===== config.mk =====
export PLATFORM = sky130hd
export DESIGN_NAME = pdrc_top
export DESIGN_NICKNAME = d
export VERILOG_FILES = /design/src/pdrc_pkg.sv /design/src/pdrc_mc_if.sv /design/src/pdrc_macrocells.sv /design/src/pdrc_top.sv
export VERILOG_INCLUDE_DIRS = /design/src
export SDC_FILE = /design/constraint.sdc
export NUM_CORES = 1
export LEC_CHECK = 0
export BUFFER_PORTS_ARGS = -buffer_cell sky130_fd_sc_hd__buf_4
export CAP_MARGIN = 20
export CORE_MARGIN = 4
export CORE_UTILIZATION = 42
export DETAILED_ROUTE_END_ITERATION = 7
export GPL_ROUTABILITY_DRIVEN = 0
export PLACE_DENSITY = 0.71
export SYNTH_ARGS = -nofsm -noshare
export SYNTH_HDL_FRONTEND = slang
export SYNTH_SLANG_ARGS = --single-unit

===== constraint.sdc =====
create_clock -name clk_sys -period 2.3 [get_ports clk_sys]
set_input_delay 0.46 -clock clk_sys [delete_from_list [all_inputs] [get_ports clk_sys]]
set_output_delay 0.46 -clock clk_sys [all_outputs]
set_load 0.01 [all_outputs]

===== src/pdrc_defines.svh =====
// Timing counts, bit positions and reset values of the power-down and
// reset controller. Assumes a 10 MHz system clock.
`ifndef PDRC_DEFINES_SVH
`define PDRC_DEFINES_SVH

`define PDRC_CLK_PERIOD_NS      100
`define PDRC_POST_RESET_NS      120
`define PDRC_POST_RESET_CYC     \
  ((`PDRC_POST_RESET_NS / `PDRC_CLK_PERIOD_NS) < 1 ? 1 : \
   (`PDRC_POST_RESET_NS / `PDRC_CLK_PERIOD_NS))
`define PDRC_WARM_RESET_NS      150
`define PDRC_WARM_RESET_CYC     \
  ((`PDRC_WARM_RESET_NS + `PDRC_CLK_PERIOD_NS - 1) / `PDRC_CLK_PERIOD_NS)
`define PDRC_FLASH_ABORT_US     25
`define PDRC_FLASH_ABORT_CYC    \
  ((`PDRC_FLASH_ABORT_US * 1000) / `PDRC_CLK_PERIOD_NS)

`define PDRC_IDLE_LIMIT         4'hF
`define PDRC_CFG_LOAD_DEFAULT   8

`define PDRC_PMA_AND_CLK_BIT    4
`define PDRC_PMA_MC_CLK_BIT     5
`define PDRC_PMC_LOW_ADDR_BIT   0
`define PDRC_PMC_CTRL0_BIT      2
`define PDRC_PMC_CTRL1_BIT      3
`define PDRC_PMC_CTRL2_BIT      4
`define PDRC_PMC_STROBE_BIT     5
`define PDRC_PMC_WR_HIGH_BIT    6
`define PDRC_PM_RESET           8'h00

`define PDRC_MM_SRAM_CODE_BIT   0
`define PDRC_MM_PERIPH_BIT      7
`define PDRC_MM_FORCE_MASK      8'h81

`endif


===== src/pdrc_pkg.sv =====
// Types shared by the power-down and reset controller and its macrocells.
// Assumes the constants header is compiled alongside.
package pdrc_pkg;
  localparam int MC_COUNT = 16;

  typedef enum logic [2:0] {
    FL_READ    = 3'h1,
    FL_PROGRAM = 3'h2,
    FL_ERASE   = 3'h4
  } pdrc_flash_t;

  typedef logic [MC_COUNT-1:0] pdrc_mcvec_t;
endpackage


===== src/pdrc_mc_if.sv =====
// Bundle between the controller and its output macrocell bank.
// Assumes both ends run on clk_sys.
`timescale 1ns/1ps
interface pdrc_mc_if;
  import pdrc_pkg::*;
  logic        porClear;
  logic        clkEnable;
  pdrc_mcvec_t dataIn;
  pdrc_mcvec_t resetEq;
  pdrc_mcvec_t presetEq;
  pdrc_mcvec_t q;

  modport ctrl (output porClear, output clkEnable, output dataIn,
                output resetEq, output presetEq, input q);
  modport bank (input porClear, input clkEnable, input dataIn,
                input resetEq, input presetEq, output q);
endinterface


===== src/pdrc_macrocells.sv =====
// Output macrocell flip-flop bank of the programmable logic.
// Assumes the clock enable already carries the gated logic-clock edge.
`timescale 1ns/1ps
module pdrc_macrocells (
  input  wire logic clk_sys,
  input  wire logic ce,
  pdrc_mc_if.bank   mc
);
  import pdrc_pkg::*;

  typedef struct packed {
    pdrc_mcvec_t q;
  } pdrc_mc_state_t;

  pdrc_mc_state_t st;
  pdrc_mc_state_t next_st;
  pdrc_mcvec_t    next_q;

  genvar i;
  generate
    for (i = 0; i < MC_COUNT; i++) begin : g_cell
      // Reset equation outranks preset, as a clear usually must win.
      always_comb begin
        if (mc.porClear) begin
          next_q[i] = 1'b0; // RL19
        end else if (mc.resetEq[i]) begin
          next_q[i] = 1'b0; // RL19
        end else if (mc.presetEq[i]) begin
          next_q[i] = 1'b1; // RL19
        end else if (mc.clkEnable) begin
          next_q[i] = mc.dataIn[i];
        end else begin
          next_q[i] = st.q[i];
        end
      end
    end
  endgenerate

  always_comb begin
    next_st   = st;
    next_st.q = next_q;
  end

  always_ff @(posedge clk_sys) begin
    if (ce) begin
      st <= next_st;
    end
  end

  assign mc.q = st.q;
endmodule


===== src/pdrc_top.sv =====
// Power-down and reset controller: memory select gating, logic input
// gating, idle power-down, reset sequencing and flash cycle abort.
// Assumes pins arrive asynchronously and rst_n is already on clk_sys.
// Function
// RL1: Chip select low enables memories and I/O.
// RL2: Chip select high deselects flashes and SRAM.
// RL3: Mode register A bits gate logic clock.
// RL4: Mode register C bits block address, controls.
// RL5: Idle strobe for fifteen clocks enters power-down.
// RL6: Strobe pulse, chip select, reset end power-down.
// RL7: Power-down blocks bus and deselects memories.
// RL8: Idle counter always sees the logic clock.
// RL9: Host holds power-on reset one millisecond.
// RL10: Power-on reset loads configuration, clears registers.
// RL11: No memory access shortly after reset release.
// RL12: Flash controller starts in read mode.
// RL13: Host keeps selects low, write high.
// RL14: Lockout refuses any flash write start.
// RL15: Warm reset gets same post-release delay.
// RL16: Logic outputs valid through warm reset.
// RL17: Reset aborts flash cycle back to read.
// RL18: Power-down port states follow the table.
// RL19: Power-on clears macrocells; else equations apply.
// RL20: Reset reloads memory map, forcing two bits.
// RL21: Battery-on indicator, routable to a port pin.
// RL22: Mode registers cleared only by power-on.
`timescale 1ns/1ps
`include "pdrc_defines.svh"
module pdrc_top #(
  parameter int CFG_LOAD_CYC = `PDRC_CFG_LOAD_DEFAULT
) (
  input  wire logic                 clk_sys,
  input  wire logic                 rst_n,
  input  wire logic                 ce,
  input  wire logic                 powerOnActive,
  input  wire logic                 addressStrobe,
  input  wire logic                 chipSelect_n,
  input  wire logic                 logicInputClock,
  input  wire logic                 writeLockout,
  input  wire logic                 mainBelowStandby,
  input  wire logic                 autoPowerDownEnable,
  input  wire logic                 strobeIdlePolarity,
  input  wire logic                 pmWrite,
  input  wire logic                 pmSelectC,
  input  wire logic [7:0]           pmWriteData,
  input  wire logic                 mmWrite,
  input  wire logic [7:0]           mmWriteData,
  input  wire logic [7:0]           memMapConfig,
  input  wire logic [7:0]           lowAddress,
  input  wire logic                 busControl0,
  input  wire logic                 busControl1,
  input  wire logic                 busControl2,
  input  wire logic                 writeHighByteStrobe,
  input  wire logic                 flashProgramStart,
  input  wire logic                 flashEraseStart,
  input  wire logic                 flashOpDone,
  input  wire logic                 batteryRouteEnable,
  input  wire pdrc_pkg::pdrc_mcvec_t mcDataIn,
  input  wire pdrc_pkg::pdrc_mcvec_t mcResetEq,
  input  wire pdrc_pkg::pdrc_mcvec_t mcPresetEq,
  output logic                      primaryFlashSelect,
  output logic                      secondaryFlashSelect,
  output logic                      sramSelect,
  output logic                      ioSelect,
  output logic                      busBlocked,
  output logic                      powerDownFlag,
  output logic                      resetMode,
  output logic                      pldOutputsValid,
  output logic                      andArrayClock,
  output logic                      macrocellClockEnable,
  output logic [7:0]                pldLowAddress,
  output logic                      pldBusControl0,
  output logic                      pldBusControl1,
  output logic                      pldBusControl2,
  output logic                      pldAddressStrobe,
  output logic                      pldWriteHighByte,
  output logic [7:0]                powerModeRegA,
  output logic [7:0]                powerModeRegC,
  output logic [7:0]                memoryMapRegister,
  output pdrc_pkg::pdrc_flash_t     flashState,
  output logic                      flashReadMode,
  output logic                      mcuIoInputMode,
  output logic                      mcuIoHold,
  output logic                      dataPortOe,
  output logic                      peripheralOe,
  output logic                      addressOutOe,
  output logic                      batteryOnIndicator,
  output logic                      portEPin7Out,
  output logic                      portEPin7Oe,
  output pdrc_pkg::pdrc_mcvec_t     mcOutputs
);
  import pdrc_pkg::*;

  localparam logic [1:0] POST_CYC = 2'(`PDRC_POST_RESET_CYC);
  localparam logic [7:0] CFG_CYC  = 8'(CFG_LOAD_CYC);

  typedef struct packed {
    logic [2:0]  strobeSync;
    logic [2:0]  csSync;
    logic [2:0]  lclkSync;
    logic [2:0]  lockSync;
    logic [2:0]  battSync;
    logic [2:0]  porSync;
    logic        strobeFilt;
    logic        strobePrev;
    logic        csFilt_n;
    logic        lclkFilt;
    logic        lclkPrev;
    logic        lockFilt;
    logic        battFilt;
    logic        porFilt;
    logic [3:0]  idleCount;
    logic        powerDown;
    logic [7:0]  pmA;
    logic [7:0]  pmC;
    logic [7:0]  memMap;
    pdrc_flash_t flash;
    logic [1:0]  postCount;
    logic        inReset;
    logic        cfgLoaded;
    logic [7:0]  cfgCount;
    logic [7:0]  pldAddr;
    logic [4:0]  pldCtrl;
    logic        andClk;
  } pdrc_state_t;

  pdrc_state_t st;
  pdrc_state_t next_st;

  logic strobeEdge;
  logic lclkRise;
  logic memAllowed;
  logic addrBlock;

  pdrc_mc_if mcBus ();

  // The first synchroniser stage feeds only the next stage; the filter looks at
  // stages two and three and takes a new level only when they agree.
  function automatic logic filt3(input logic [2:0] s, input logic cur);
    filt3 = (s[1] == s[2]) ? s[1] : cur;
  endfunction

  assign strobeEdge = st.strobeFilt != st.strobePrev;
  assign lclkRise   = st.lclkFilt & ~st.lclkPrev;
  assign memAllowed = rst_n & ~st.inReset & ~st.powerDown;
  assign addrBlock  = st.powerDown | st.pmC[`PDRC_PMC_LOW_ADDR_BIT];

  always_comb begin
    next_st = st;
    next_st.strobeSync = {st.strobeSync[1:0], addressStrobe};
    next_st.csSync     = {st.csSync[1:0], chipSelect_n};
    next_st.lclkSync   = {st.lclkSync[1:0], logicInputClock};
    next_st.lockSync   = {st.lockSync[1:0], writeLockout};
    next_st.battSync   = {st.battSync[1:0], mainBelowStandby};
    next_st.porSync    = {st.porSync[1:0], powerOnActive};
    next_st.strobeFilt = filt3(st.strobeSync, st.strobeFilt);
    next_st.csFilt_n   = filt3(st.csSync, st.csFilt_n);
    next_st.lclkFilt   = filt3(st.lclkSync, st.lclkFilt);
    next_st.lockFilt   = filt3(st.lockSync, st.lockFilt);
    next_st.battFilt   = filt3(st.battSync, st.battFilt);
    next_st.porFilt    = filt3(st.porSync, st.porFilt);
    next_st.strobePrev = st.strobeFilt;
    next_st.lclkPrev   = st.lclkFilt;

    // Logic inputs are gated in this cycle so the array sees them late
    // by one clock; cheaper than a combinational path through the pins.
    next_st.pldAddr = addrBlock ? 8'h00 : lowAddress; // RL4 RL7 RL18
    next_st.pldCtrl[0] = busControl0 & ~st.pmC[`PDRC_PMC_CTRL0_BIT]; // RL4
    next_st.pldCtrl[1] = busControl1 & ~st.pmC[`PDRC_PMC_CTRL1_BIT]; // RL4
    next_st.pldCtrl[2] = busControl2 & ~st.pmC[`PDRC_PMC_CTRL2_BIT]; // RL4
    next_st.pldCtrl[3] = st.strobeFilt & ~st.pmC[`PDRC_PMC_STROBE_BIT]; // RL4
    next_st.pldCtrl[4] = writeHighByteStrobe &
                         ~st.pmC[`PDRC_PMC_WR_HIGH_BIT]; // RL4
    next_st.andClk = st.lclkFilt & ~st.pmA[`PDRC_PMA_AND_CLK_BIT]; // RL3

    if (!rst_n) begin
      next_st.idleCount = 4'h0;
      next_st.powerDown = 1'b0; // RL6
      next_st.flash     = FL_READ; // RL17 RL12
      next_st.inReset   = 1'b1;
      next_st.postCount = POST_CYC; // RL11 RL15
      next_st.memMap    = memMapConfig & ~`PDRC_MM_FORCE_MASK; // RL20
      if (st.porFilt) begin
        next_st.pmA = `PDRC_PM_RESET; // RL22 RL10
        next_st.pmC = `PDRC_PM_RESET; // RL22 RL10
        if (st.cfgCount < CFG_CYC) begin
          next_st.cfgCount = st.cfgCount + 8'h01; // RL10
        end
        next_st.cfgLoaded = st.cfgCount >= CFG_CYC; // RL16
      end else begin
        // Warm reset keeps the load state; the count restarts so that a
        // later power-on load never begins from a stale value.
        next_st.cfgCount = 8'h00;
      end
    end else begin
      if (st.porFilt) begin
        // Supply monitor still busy: configuration restarts next reset.
        next_st.cfgCount = 8'h00;
      end
      if (st.inReset) begin
        if (st.postCount > 2'h1) begin
          next_st.postCount = st.postCount - 2'h1; // RL11
        end else begin
          next_st.inReset = 1'b0; // RL11 RL15
        end
      end

      // Idle counter runs on the filtered pin clock, ahead of any
      // mode-register gating of that clock.
      if (!autoPowerDownEnable || strobeEdge || !st.csFilt_n) begin
        next_st.idleCount = 4'h0; // RL5 RL6
        next_st.powerDown = 1'b0; // RL6
      end else if (st.strobeFilt == strobeIdlePolarity) begin
        if (lclkRise && st.idleCount != `PDRC_IDLE_LIMIT) begin // RL8
          next_st.idleCount = st.idleCount + 4'h1; // RL5
        end
        if (lclkRise && st.idleCount == `PDRC_IDLE_LIMIT - 4'h1) begin
          next_st.powerDown = 1'b1; // RL5
        end
      end else begin
        next_st.idleCount = 4'h0; // RL5
      end

      if (pmWrite) begin
        if (pmSelectC) begin
          next_st.pmC = pmWriteData; // RL4
        end else begin
          next_st.pmA = pmWriteData; // RL3
        end
      end
      if (mmWrite) begin
        next_st.memMap = mmWriteData;
      end

      case (st.flash)
        FL_READ: begin
          // Starts need a selected, awake device out of reset mode.
          if (!st.lockFilt && memAllowed && !st.csFilt_n) begin // RL14
            if (flashProgramStart) begin
              next_st.flash = FL_PROGRAM;
            end else if (flashEraseStart) begin
              next_st.flash = FL_ERASE;
            end
          end
        end
        FL_PROGRAM: begin
          if (flashOpDone) begin
            next_st.flash = FL_READ;
          end
        end
        FL_ERASE: begin
          if (flashOpDone) begin
            next_st.flash = FL_READ;
          end
        end
        default: begin
          next_st.flash = FL_READ;
        end
      endcase
    end
  end

  always_ff @(posedge clk_sys) begin
    if (ce) begin
      st <= next_st;
    end
  end

  assign mcBus.porClear  = ~rst_n & st.porFilt; // RL19
  assign mcBus.clkEnable = lclkRise & ~st.pmA[`PDRC_PMA_MC_CLK_BIT]; // RL3
  assign mcBus.dataIn    = mcDataIn;
  // Equations keep working through warm reset and power-down.
  assign mcBus.resetEq   = mcResetEq; // RL19
  assign mcBus.presetEq  = mcPresetEq; // RL19

  pdrc_macrocells u_macrocells (
    .clk_sys (clk_sys),
    .ce      (ce),
    .mc      (mcBus.bank)
  );

  assign primaryFlashSelect   = memAllowed & ~st.csFilt_n; // RL1 RL2 RL7
  assign secondaryFlashSelect = memAllowed & ~st.csFilt_n; // RL1 RL2 RL7
  assign sramSelect           = memAllowed & ~st.csFilt_n; // RL1 RL2 RL7
  // I/O keeps working while chip select is high.
  assign ioSelect             = rst_n & ~st.inReset & ~st.powerDown; // RL2
  assign busBlocked           = st.powerDown; // RL7
  assign powerDownFlag        = st.powerDown;
  assign resetMode            = st.inReset;
  assign pldOutputsValid      = st.cfgLoaded; // RL16
  assign andArrayClock        = st.andClk;
  assign macrocellClockEnable = ~st.pmA[`PDRC_PMA_MC_CLK_BIT];
  assign pldLowAddress        = st.pldAddr;
  assign pldBusControl0       = st.pldCtrl[0];
  assign pldBusControl1       = st.pldCtrl[1];
  assign pldBusControl2       = st.pldCtrl[2];
  assign pldAddressStrobe     = st.pldCtrl[3];
  assign pldWriteHighByte     = st.pldCtrl[4];
  assign powerModeRegA        = st.pmA;
  assign powerModeRegC        = st.pmC;
  assign memoryMapRegister    = st.memMap;
  assign flashState           = st.flash;
  assign flashReadMode        = st.flash == FL_READ; // RL12
  assign mcuIoInputMode       = st.inReset;
  assign mcuIoHold            = st.powerDown; // RL18
  assign dataPortOe           = memAllowed; // RL18
  assign peripheralOe         = memAllowed; // RL18
  // Address-out is undefined in power-down; it simply keeps driving.
  assign addressOutOe         = rst_n & ~st.inReset; // RL18
  assign batteryOnIndicator   = st.battFilt; // RL21
  assign portEPin7Out         = st.battFilt; // RL21
  assign portEPin7Oe          = batteryRouteEnable; // RL21
  assign mcOutputs            = mcBus.q;
endmodule


# After elaboration in Yosys (flattened, before gate mapping)
# Index checks and enable logic that the tools add are counted.
# classes
addsub	3
n_lt_le_gt_ge	3
n_eq_ne	27
muxes	53
bitwise_logic	26
n_reduce_logical	76
# op_table
cell	n
4-bit nonzero test	16
8-bit 2-to-1 mux	7
2-bit AND reduction	24
2-bit OR reduction	18
1-bit 2-to-1 mux	35
16-bit 2-to-1 mux	2
30-bit 2-to-1 mux	1
3-bit 2-to-1 mux	5
1-bit inverter	13
1-bit AND	12
2-bit by 1-bit != test with 1-bit output (second input constant)	6
3-bit AND reduction	4
4-bit AND reduction	3
3-bit by 2-bit != test with 1-bit output (second input constant)	3
8-bit by 1-bit adder with 8-bit output (second input constant)	1
8-bit by 4-bit >= comparator with 1-bit output (second input constant)	1
8-bit by 4-bit less-than comparator with 1-bit output (second input constant)	1
4-bit != test (second input constant)	2
1-bit == test	7
3-bit by 1-bit != test with 1-bit output (second input constant)	2
3-bit one-hot mux with 2 select lines	1
4-bit by 1-bit adder with 4-bit output (second input constant)	1
4-bit == test (second input constant)	1
1-bit logical AND	4
other kinds (15)	18
# word_totals
ff_bits	100
in_bits	102
out_inout_bits	75
word_cells	232

# Depth between registers and ports, before layout
# depth
depth_word	8
ltp_mapped	5
mapped_depth_nobuf	5

# Modules after synthesis
# From an unflattened synthesis, not the netlist that was laid out.
# hier_totals
cells_unflattened	338
area_unflattened_um2	4531.8
# modules_own_cells
module	n_inst	cells_each	area_per_inst_um2	seq_area_each_um2
pdrc_top	1	267	3719.8	2522.4
pdrc_macrocells	1	71	812.0	480.5

# Worst setup path after synthesis
# Ideal clock, no wire load.
# synth_path
path_kind	input-to-output
from	in rst_n
to	out ioSelect
arrival_ps	1235
t_required_ps	1840
slack_ps	605
path_stages	4
n_path_buf	2
path_cell_list	buf_6 > inv_2 > nor3_1 > buf_4
# synth_via
elab_chain_cells	2
# synth_rtl
element	line	rtl
start, declared	pdrc_top.sv:33	input wire logic rst_n,
1-bit AND (2 in a row)	n/a	
end, declared	pdrc_top.sv:64	output logic ioSelect,
# No other way between the ends.

# Worst setup path in the final report
# layout_path
from	reg st, in the netlist busBlocked
to	out secondaryFlashSelect
# layout_via
elab_chain_cells	3
# layout_rtl
element	line	rtl
start, declared	pdrc_top.sv:127	pdrc_state_t st;
start signal, assigned	pdrc_top.sv:265	st <= next_st;
1-bit inverter	pdrc_top.sv:145	assign memAllowed = rst_n & ~st.inReset & ~st.powerDown;
1-bit AND	pdrc_top.sv:145	
1-bit AND	pdrc_top.sv:283	assign secondaryFlashSelect = memAllowed & ~st.csFilt_n;
end, declared	pdrc_top.sv:62	output logic secondaryFlashSelect,
# No other way between the ends.

==> summary.txt <==
Detailed routing
  • WL per Instance: about 15 um
  • DR vias/cell: 4.88
  • WL met3: just under 900 um
  • Drt pass-1 iters: 4
  • Number of remaining DRC errors: 0
  • Initial DRC count: roughly 130
  • Antenna viol nets, final: 0
  • DR WL met2: 4730 um
  • DR top layer: met4
  • Met1 wire length: roughly 3800 um
  • DRT Wirelength: about 9500 um
  • Via count: 2995

Timing
  • Fin worst setup slack: approximately 0.35 ns
  • Final hold vios: 0
  • Crit share post-route: between 80% and 90%
  • Minimum clock period: just under 2 ns
  • Worst Tran Pin Value: 0.465 ns
  • Max Slew Vio Count: 0
  • Clk_skew: ~0.011 ns
  • Setup TNS: 0 ns
  • Max Fclk: 513 MHz
  • Normalized max-slew margin: about 70%
  • Hold_ws: about 0.28 ns
  • RSZ-0062 raised after global routing: false
  • # setup viols final: 0

Layout
  • Fraction of layout cells with a size suffix above 1: 42.7%
  • Fin util: 56.2%
  • Antenna cell count: 0
  • # nets final: ~580
  • Fin cells: slightly above 600
  • P&R area growth vs syn: 28.9%
  • Final instance area: between 5000 and 6000 um^2

GRT
  • Remaining global-route overflow: 0
  • Largest net degree at the start of global routing: 32
  • GRT Util Overall: roughly 15%
  • Global-route wire length before repair: about 15000 um
  • Initial antenna violation count: 0
  • Vias in the first global route: 3103

Logic synthesis
  • Asr flop ratio synth: 0%
  • Most instantiated library cell after synthesis: edfxtp_1
  • Area contributors post-synth: edfxtp_1 (66%), buf_4 (7.2%), and2_1 (3.7%), o31a_1 (3.1%), nor2_1 (2.4%)
  • #FFs+latches synth: 100
  • EDFF count, synth: 100
  • Gate Count Post-Synth: ~340
  • Synthesized area per cell: approximately 14 um^2
  • Synth Cell Area: 4560 um^2
  • Synth top area share: approximately two thirds
  • Cell taking the most area after synthesis: edfxtp_1
  • Commonest cells in the netlist: edfxtp_1 (100), buf_4 (44), nor2_1 (29), and2_1 (27), nor3_1 (20)
  • Number of library cell types mapped by synthesis: 39
  • Syn_nets: approximately 440
  • Sequential-to-total area share from yosys stat: between 60% and 70%
  • Synth warn: 0
  • Most common flop cell mapped by yosys: edfxtp_1

CTS
  • Htree depth: 3
  • Clk buf depth: 2
  • CTS tree: done
  • Resize count post-CTS: 0
  • # hold bufs at CTS: 0
  • Postcts setup bufs: 0
  • TritonCTS Buffers: 9
  • Clk_lat worst skew: 0.35 ns
  • Clock Pin Slew Worst Setup and Hold Paths: ~0.1 ns
  • Clock tree sinks: 100
  • Clock root cell: clkbuf_8

Setup path
  • Startpoint Class: register
  • Critical path start-end classification: reg -> out
  • Crit path DAT: between 1 and 1.5 ns
  • Kind of end point of the critical path: primary output
  • Required @ worst endpoint: ~1.8 ns
  • Crit-path max FO: 6

Power
  • Worst vdd ir: 0.385 mV
  • Pleak: ~2.4 nW
  • Power, Total: between 3 and 4 mW
  • Power Dens Cells: around 640 nW/um^2

Floorplanning
  • Chip Width: ~110 um
  • Core Region: 10500 um^2
  • Ports: around 180
  • Die Span Y: 112 um
  • Die area: 12600 um^2
  • Starting Density: ~44%
  • FP Rows: 37

Placement
  • Port Buf Inserts: between 150 and 200
  • Post-DP HPWL: 7260 um
  • Placed Area: ~5700 um^2
  • Number of placed instances, taps included: around 600
  • DP Worst Slack: 0.394 ns

Run
  • Max-cap violations: 0

Run status
  • Status: finished, final reports clean

Min path
  • Hold Path Class: in -> reg
==> per-layer routing <==
metal / GRT usage, % / up-vias
met3: 5.12 / 10
met2: 25.3 / 134
met4: 3.53 / 0
met1: 18.6 / 1411
met5: 0 / -
li1: - / 1440
==> state kept, by name, summed over array words and instances, names as in the netlist <==
signal              count
andArrayClock           1
batteryOnIndicator      1
busBlocked              1
flashState              3
mcuIoInputMode          1
memoryMapRegister       8
next_st                14
pldAddressStrobe        1
pldBusControl0          1
pldBusControl1          1
pldBusControl2          1
pldLowAddress           8
pldOutputsValid         1
pldWriteHighByte        1
powerModeRegA           8
powerModeRegC           8
st                     25
u_macrocells.mc.q      16
==> worst max-delay path, cell delays in order, from the launching register on <==
cell and delay, ns:
edfxtp_1 0.57, nor4b_4 0.39, buf_4 0.18
==> cells by family (layout without fill, tap and decap cells) <==
family	Yosys count	in the layout	synth area share (%)
compound gates	40	40	6.56
buf+inv	64	205	9.46
simple gates	110	110	13.0
xor+xnor	12	12	2.30
fa+ha+maj	5	5	1.37
flops	100	100	65.8
mux	6	6	1.48
==> cells in the final DEF, fill, tap and decap left out, drive strengths merged, types with 7 or more instances in the layout <==
cell type  synthesis  final
o21ai              9      9
xnor2              9      9
inv               10     11
nor2              29     29
nor3              20     20
clkbuf             4      9
nand3              8      8
nor2b              7      7
and2              27     27
o31a              16     16
edfxtp           100    100
buf               50    180
==> final cells by class <==
type,instances,area [um^2]
fillers,885,4590
flip-flops and latches,100,3000
repair buffers,180,1350
multi-input cells,173,1130
well taps,136,170
clock buffers,9,124
clock inverters,6,65.1
inverters,10,37.5
==> where the power goes <==
part           switching, mW  internal (mW)
clock                  0.579          0.500
combinational          0.217          0.281
sequential            0.0615           2.14
total                  0.857           2.92
==> final timing paths <==
| path | startpoint | to | slack (ns) | depth (start not counted) |
|---|---|---|---|---|
| min | addressStrobe | next_st[82] | 0.28 | 1 |
| max reg2reg | busBlocked | flashState[0] | 0.55 | 3 |
| min reg2reg | next_st[70] | next_st[71] | 0.43 | 0 |
| max | busBlocked | secondaryFlashSelect | 0.35 | 2 |
Power figures use the tool's default switching activity.
